--- src/ssafi_pkg.sv ---
// Shared types and constants for the serial SAR converter frame interface.
// Assumes one system clock at 250 MHz; host pins are synchronous to it.
// ----------------------------------------------------------------------------
// Function
// ----------------------------------------------------------------------------
// Function
// - Frame select fall samples input, starts frame.
// - Serial clock alone paces conversion and shifting.
// - First zero driven right after frame select falls.
// - Output advances on each serial clock fall.
// - Output released after sixteenth falling edge.
// - Rise between edges two and ten: power-down.
// - First result after power-up is invalid.
// - Word: leading zeros, MSB-first data, trailing zeros.
// - Conversion ends edge fourteen (ten-bit), twelve (eight).
// - Select rise aborts conversion, output tri-stated.
package ssafi_pkg;

  localparam int unsigned CLK_PERIOD_PS = 4000;
  localparam int unsigned QUIET_TIME_PS = 40000;
  localparam int unsigned QUIET_CYCLES = QUIET_TIME_PS / CLK_PERIOD_PS;
  localparam int unsigned POWERUP_TIME_PS = 800000;
  localparam int unsigned POWERUP_CYCLES = POWERUP_TIME_PS / CLK_PERIOD_PS;
  localparam int unsigned WORD_BITS = 16;
  localparam int unsigned LEAD_ZEROS = 4;
  localparam logic [4:0] EDGE_PD_LO = 5'h02;
  localparam logic [4:0] EDGE_PD_HI = 5'h0a;
  localparam logic [4:0] EDGE_LAST = 5'h10;

  typedef enum logic [2:0] {
    SSAFI_IDLE = 3'b001,
    SSAFI_SHIFT = 3'b010,
    SSAFI_DONE = 3'b100
  } ssafi_state_t;

  typedef struct packed {
    logic data;
    logic oe;
  } ssafi_pin_t;

endpackage

--- src/ssafi_top.sv ---
// Frame sequencer and serial shifter of the sampling converter.
// Assumes frame select and serial clock arrive synchronous to clk_sys_in.
`timescale 1ns/1ps
module ssafi_top
#(
  parameter int unsigned RES_BITS = 10
)
(
  input wire logic clk_sys_in,
  input wire logic rst_in,
  input wire logic frame_sel_n_in,
  input wire logic sclk_in,
  input wire logic [RES_BITS-1:0] analog_input,
  output logic serial_result_out,
  output logic serial_result_oe_out,
  output logic powered_down_out,
  output logic result_invalid_out,
  output logic conv_done_out
);

  // --------------------------------------------------------------------------
  // Edge detection
  // --------------------------------------------------------------------------
  logic sel_n_q;
  logic sclk_q;
  logic sel_fall;
  logic sel_rise;
  logic sclk_fall;
  localparam logic [4:0] CONV_EDGE = 5'(ssafi_pkg::LEAD_ZEROS + RES_BITS);

  always_ff @(posedge clk_sys_in or posedge rst_in)
  begin
    if (rst_in)
    begin
      sel_n_q <= 1'b1;
      sclk_q <= 1'b1;
    end
    else
    begin
      sel_n_q <= frame_sel_n_in;
      sclk_q <= sclk_in;
    end
  end

  assign sel_fall = sel_n_q & ~frame_sel_n_in;
  assign sel_rise = ~sel_n_q & frame_sel_n_in;
  assign sclk_fall = sclk_q & ~sclk_in;

  // --------------------------------------------------------------------------
  // Frame state, edge count, shifter
  // --------------------------------------------------------------------------
  ssafi_pkg::ssafi_state_t state_q;
  logic [4:0] edge_cnt_q;
  logic [ssafi_pkg::WORD_BITS-1:0] word_q;

  // The shifter holds the sampled code padded to a full word; shifting out
  // zeros beyond the result gives the trailing pad for either width.
  always_ff @(posedge clk_sys_in or posedge rst_in)
  begin
    if (rst_in)
    begin
      state_q <= ssafi_pkg::SSAFI_IDLE;
      edge_cnt_q <= 5'h00;
      word_q <= '0;
    end
    else if (frame_sel_n_in && state_q != ssafi_pkg::SSAFI_IDLE)
    begin
      state_q <= ssafi_pkg::SSAFI_IDLE;
    end
    else if (sel_fall)
    begin
      state_q <= ssafi_pkg::SSAFI_SHIFT;
      edge_cnt_q <= 5'h00;
      word_q <= {{ssafi_pkg::LEAD_ZEROS{1'b0}}, analog_input,
                 {(ssafi_pkg::WORD_BITS-ssafi_pkg::LEAD_ZEROS-RES_BITS){1'b0}}};
    end
    else if (sclk_fall && state_q == ssafi_pkg::SSAFI_SHIFT)
    begin
      edge_cnt_q <= edge_cnt_q + 5'h01;
      word_q <= {word_q[ssafi_pkg::WORD_BITS-2:0], 1'b0};
      if (edge_cnt_q + 5'h01 == ssafi_pkg::EDGE_LAST)
        state_q <= ssafi_pkg::SSAFI_DONE;
    end
  end

  // --------------------------------------------------------------------------
  // Outputs
  // --------------------------------------------------------------------------
  always_ff @(posedge clk_sys_in or posedge rst_in)
  begin
    if (rst_in)
    begin
      serial_result_out <= 1'b0;
      serial_result_oe_out <= 1'b0;
      conv_done_out <= 1'b0;
    end
    else
    begin
      serial_result_oe_out <= (state_q == ssafi_pkg::SSAFI_SHIFT) && !frame_sel_n_in
                              && !(sclk_fall && edge_cnt_q == ssafi_pkg::EDGE_LAST - 5'h01);
      serial_result_out <= sel_fall ? 1'b0 : word_q[ssafi_pkg::WORD_BITS-1];
      conv_done_out <= sclk_fall && state_q == ssafi_pkg::SSAFI_SHIFT && !frame_sel_n_in
                       && (edge_cnt_q + 5'h01 == CONV_EDGE);
    end
  end

  // --------------------------------------------------------------------------
  // Power-down and invalid first result
  // --------------------------------------------------------------------------
  // Power-down is modelled as a flag; a wake frame needs more than ten edges.
  always_ff @(posedge clk_sys_in or posedge rst_in)
  begin
    if (rst_in)
    begin
      powered_down_out <= 1'b0;
      result_invalid_out <= 1'b1;
    end
    else if (sel_rise && state_q == ssafi_pkg::SSAFI_SHIFT
             && edge_cnt_q >= ssafi_pkg::EDGE_PD_LO && edge_cnt_q < ssafi_pkg::EDGE_PD_HI)
    begin
      powered_down_out <= 1'b1;
      result_invalid_out <= 1'b1;
    end
    else if (sclk_fall && state_q == ssafi_pkg::SSAFI_SHIFT && !frame_sel_n_in
             && edge_cnt_q == ssafi_pkg::EDGE_PD_HI)
    begin
      if (powered_down_out)
        powered_down_out <= 1'b0;
      else
        result_invalid_out <= 1'b0;
    end
  end
endmodule

--- config.mk ---
export PLATFORM = sky130hd
export DESIGN_NAME = ssafi_top
export DESIGN_NICKNAME = d
export VERILOG_FILES = /design/src/ssafi_pkg.sv /design/src/ssafi_top.sv
export SDC_FILE = /design/constraint.sdc
export NUM_CORES = 1
export LEC_CHECK = 0
export BUFFER_PORTS_ARGS = -buffer_cell sky130_fd_sc_hd__buf_2
export CORE_MARGIN = 2
export CORE_UTILIZATION = 35
export CTS_CLUSTER_DIAMETER = 40
export DETAILED_ROUTE_END_ITERATION = 7
export PLACE_DENSITY = 0.61
export SLEW_MARGIN = 30
export SYNTH_ARGS = -nofsm -noshare
export SYNTH_HDL_FRONTEND = slang
export SYNTH_SLANG_ARGS = --single-unit
--- constraint.sdc ---
create_clock -name clk_sys_in -period 1.9 [get_ports clk_sys_in]
set_input_delay 0.285 -clock clk_sys_in [delete_from_list [all_inputs] [get_ports clk_sys_in]]
set_output_delay 0.285 -clock clk_sys_in [all_outputs]
set_load 0.03 [all_outputs]
==> results.tsv <==
stage	metric	value	unit
outcome	status	finished clean	
setup_path	Critical Path, Cell by Cell	ha_1 > and3_1 > ha_1 > nor2b_1 > and4b_1 > o21ai_0	
timing	fin crit period	1.77	ns
synthesis	top_reg_cell synth	dfrtp_1	
die	Die Wd	66.1	um
worst_hold_path	Hold Crit Class	input port to async pin	
place	pre-CTS setup slack	0.141	ns
timing	Slew Limit Fails	0	
timing	Rel. slew slack	61.7	%
synthesis	top post-synthesis cells by count	dfrtp_1, and2_1, a221o_1	
synthesis	Post-synth EDFFs	0	
setup_path	CP endpoint kind	register	
routing	DRT iter0 DRCs	32	
flow_run	max cap viols	0	
timing	final hold vios	0	
synthesis	Synth cell types	38	
cells_and_area	Fillers	356	
clocking	Root Buffer Master	clkbuf_8	
setup_path	crit path kind	register to register	
place	Detail Placement HPWL	1690	um
routing	drt wl/cell	12.8	um
clocking	Post-CTS Hold Buffers	0	
routing	via count	952	
timing	final worst setup slack	0.130	ns
synthesis	largest area contributor in the netlist	dfrtp_1	
clocking	CTS max path bufs	2	
global_routing	antenna violations before repair	0	
synthesis	most frequent cell after synthesis	dfrtp_1	
synthesis	Syn Nets	131	
die	row count	22	
timing	final worst-path cycle share	93.2	%
die	starting density of the core	36.6	%
clocking	H-tree Lvls	2	
power_and_ir_drop	maximum vdd drop	0.000467	V
routing	DRT Pass-1 Iters	4	
routing	Top Metal Used	met4	
setup_path	Max stage delay on crit path	0.43	ns
clocking	CTS tree	yes	
cells_and_area	synthesis-to-layout area growth	18.5	%
cells_and_area	Antenna Cells	0	
global_routing	gr usage total	12.9	%
setup_path	CP Data Required Time	2.05	ns
timing	clk_skew	0.00356	ns
routing	drt total wl	2400	um
die	Core Box Area	3690	um^2
clocking	Skew-Pair Late Insertion Delay	0.27	ns
setup_path	most used cell, CP	ha_1	
synthesis	cell count after synthesis	112	
die	Die ar.	4370	um^2
routing	WL met2	1090	um
routing	number of routed nets with antenna violations	0	
power_and_ir_drop	pwr dens	843	nW/um^2
power_and_ir_drop	Leak	0.757	nW
synthesis	number of register bits inferred by synthesis	29	
global_routing	vias in the first global route	859	
die	# IOs	19	
synthesis	Ys Warns	0	
place	# port buffers	18	
synthesis	Post-Syn Area	1350	um^2
cells_and_area	# nets final	158	
setup_path	delay-heaviest family, CP	adder cells	
routing	Via density	5.09	
synthesis	ys async rst share	100	%
timing	Fmax	565	MHz
die	height of the die	66.1	um
setup_path	Worst setup SP type	register	
timing	final-report setup violation count	0	
setup_path	worst-path maximum fanout	6	
global_routing	first-pass GRT wire length	4150	um
routing	metal1 wirelength	1140	um
timing	RSZ-0062 raised after global routing	false	
routing	routed wl met3	153	um
synthesis	Avg Cell Area, Syn	12.1	um^2
timing	Worst Tran Pin Value	0.574	ns
synthesis	share of the synthesized area in the top cell type	46.3	%
cells_and_area	layout cell share with drive strength beyond 1	28.1	%
clocking	cts repair resizes	0	
power_and_ir_drop	Pwr Total	1.35	mW
clocking	CTS sink count	29	
synthesis	ranking of synthesized cells by area	dfrtp_1, dfstp_2, a221o_1, and2_1, ha_1	
global_routing	largest net degree at the start of global routing	30	
setup_path	CP arrival	1.92	ns
place	GP Congestion	0.850	
synthesis	post-synthesis sequential area ratio	54.1	%
routing	residual DRC count	0	
global_routing	total grt overflow	0	
clocking	Post-CTS Repair Setup Buffers	0	
timing	Setup TNS Final	0	ns
setup_path	Bufs and invs on worst path	0	
setup_path	critical path's slowest cell	dfrtp_1	
clocking	CTS buffer count	5	
clocking	Clock Pin Slew Worst Setup and Hold Paths	0.06	ns
[kinds of logic (layout without fill, tap and decap cells)]
logic type                 count (synthesis)  after routing  share of synthesized area (%)
and+or+nand+nor                           36             36                           17.1
xor gates and xnor gates                   2              2                           1.30
muxes                                      1              1                          0.834
buffers and inverters                     10             37                           4.26
AOI/OAI and AO/OA                         29             29                           17.8
DFF                                       29             29                           54.1
adders and majority gates                  5              5                           4.63
[registers in the layout (all words and copies together) (netlist names)]
| signal | count |
|---|---|
| sel_n_q | 1 |
| sclk_q | 1 |
| edge_cnt_q | 5 |
| serial_result_oe_out | 1 |
| word_q | 14 |
| conv_done_out | 1 |
| state_q | 3 |
| result_invalid_out | 1 |
| serial_result_out | 1 |
| powered_down_out | 1 |
[final timing paths]
kind / start / to / slack, ns / cells after the start
worst max register to register: edge_cnt_q[0] / state_q[1] / 0.13 / 6
worst min-delay path: rst_in / word_q[12] / 0.07 / 3
worst min register to register: result_invalid_out / result_invalid_out / 0.46 / 2
min in group clk_sys_in: sclk_in / sclk_q / 0.12 / 1
worst max-delay path: edge_cnt_q[0] / state_q[1] / 0.13 / 6
max in group asynchronous: rst_in / result_invalid_out / 1.51 / 3
[layer usage]
layer  global-route usage [%]  vias up
li1                         -      460
met1                     16.5      458
met2                     18.8       32
met3                     5.28        2
met4                     6.12        0
met5                        0        -
[report_power, final]
group	internal (mW)	switching [mW]	total (mW)
logic	0.0729	0.0735	0.146
clock network	0.286	0.209	0.495
registers	0.675	0.0326	0.707
[layout make-up]
cell class	count	area, um^2	area share (%)
timing repair buffer	25	143	8.91
tap	48	60.1	3.75
sequential	29	731	45.7
clock buffer	7	86.3	5.39
inverter	5	18.8	1.17
multi-input combinational	73	562	35.1
[worst register-to-register path, stage by stage (launching register included)]
cell	delay, ns
dfrtp_1	0.43
ha_1	0.28
and3_1	0.20
ha_1	0.30
nor2b_1	0.13
and4b_1	0.22
o21ai_0	0.09
[metrics by stage]
step,cell area (um^2),utilization [%],instances,hold WS (ns)
finish,1600,43.4,187,0.0705
global route,1600,43.4,187,0.102
CTS,1600,43.4,187,0.0721
detailed placement,1510,41.0,180,0.375
global placement,1510,41.0,180,0.365
floorplan,1350,-,112,0.289
[cells in the final DEF (no fill, tap or decap), types with 2 or more instances in the layout]
cell type   n
a221o_1     9
a22o_1      5
buf_4       7
inv_1       5
ha_1        5
dfstp_2     4
clkbuf_8    6
and3_1      2
nor2b_1     4
a21o_1      2
nor2_1      2
o2bb2ai_1   3
nand2b_1    3
buf_2      18
and2_1     10
o21ai_0     4
nand2_1     5
dfrtp_1    25
(Power assumes the default switching activity.)
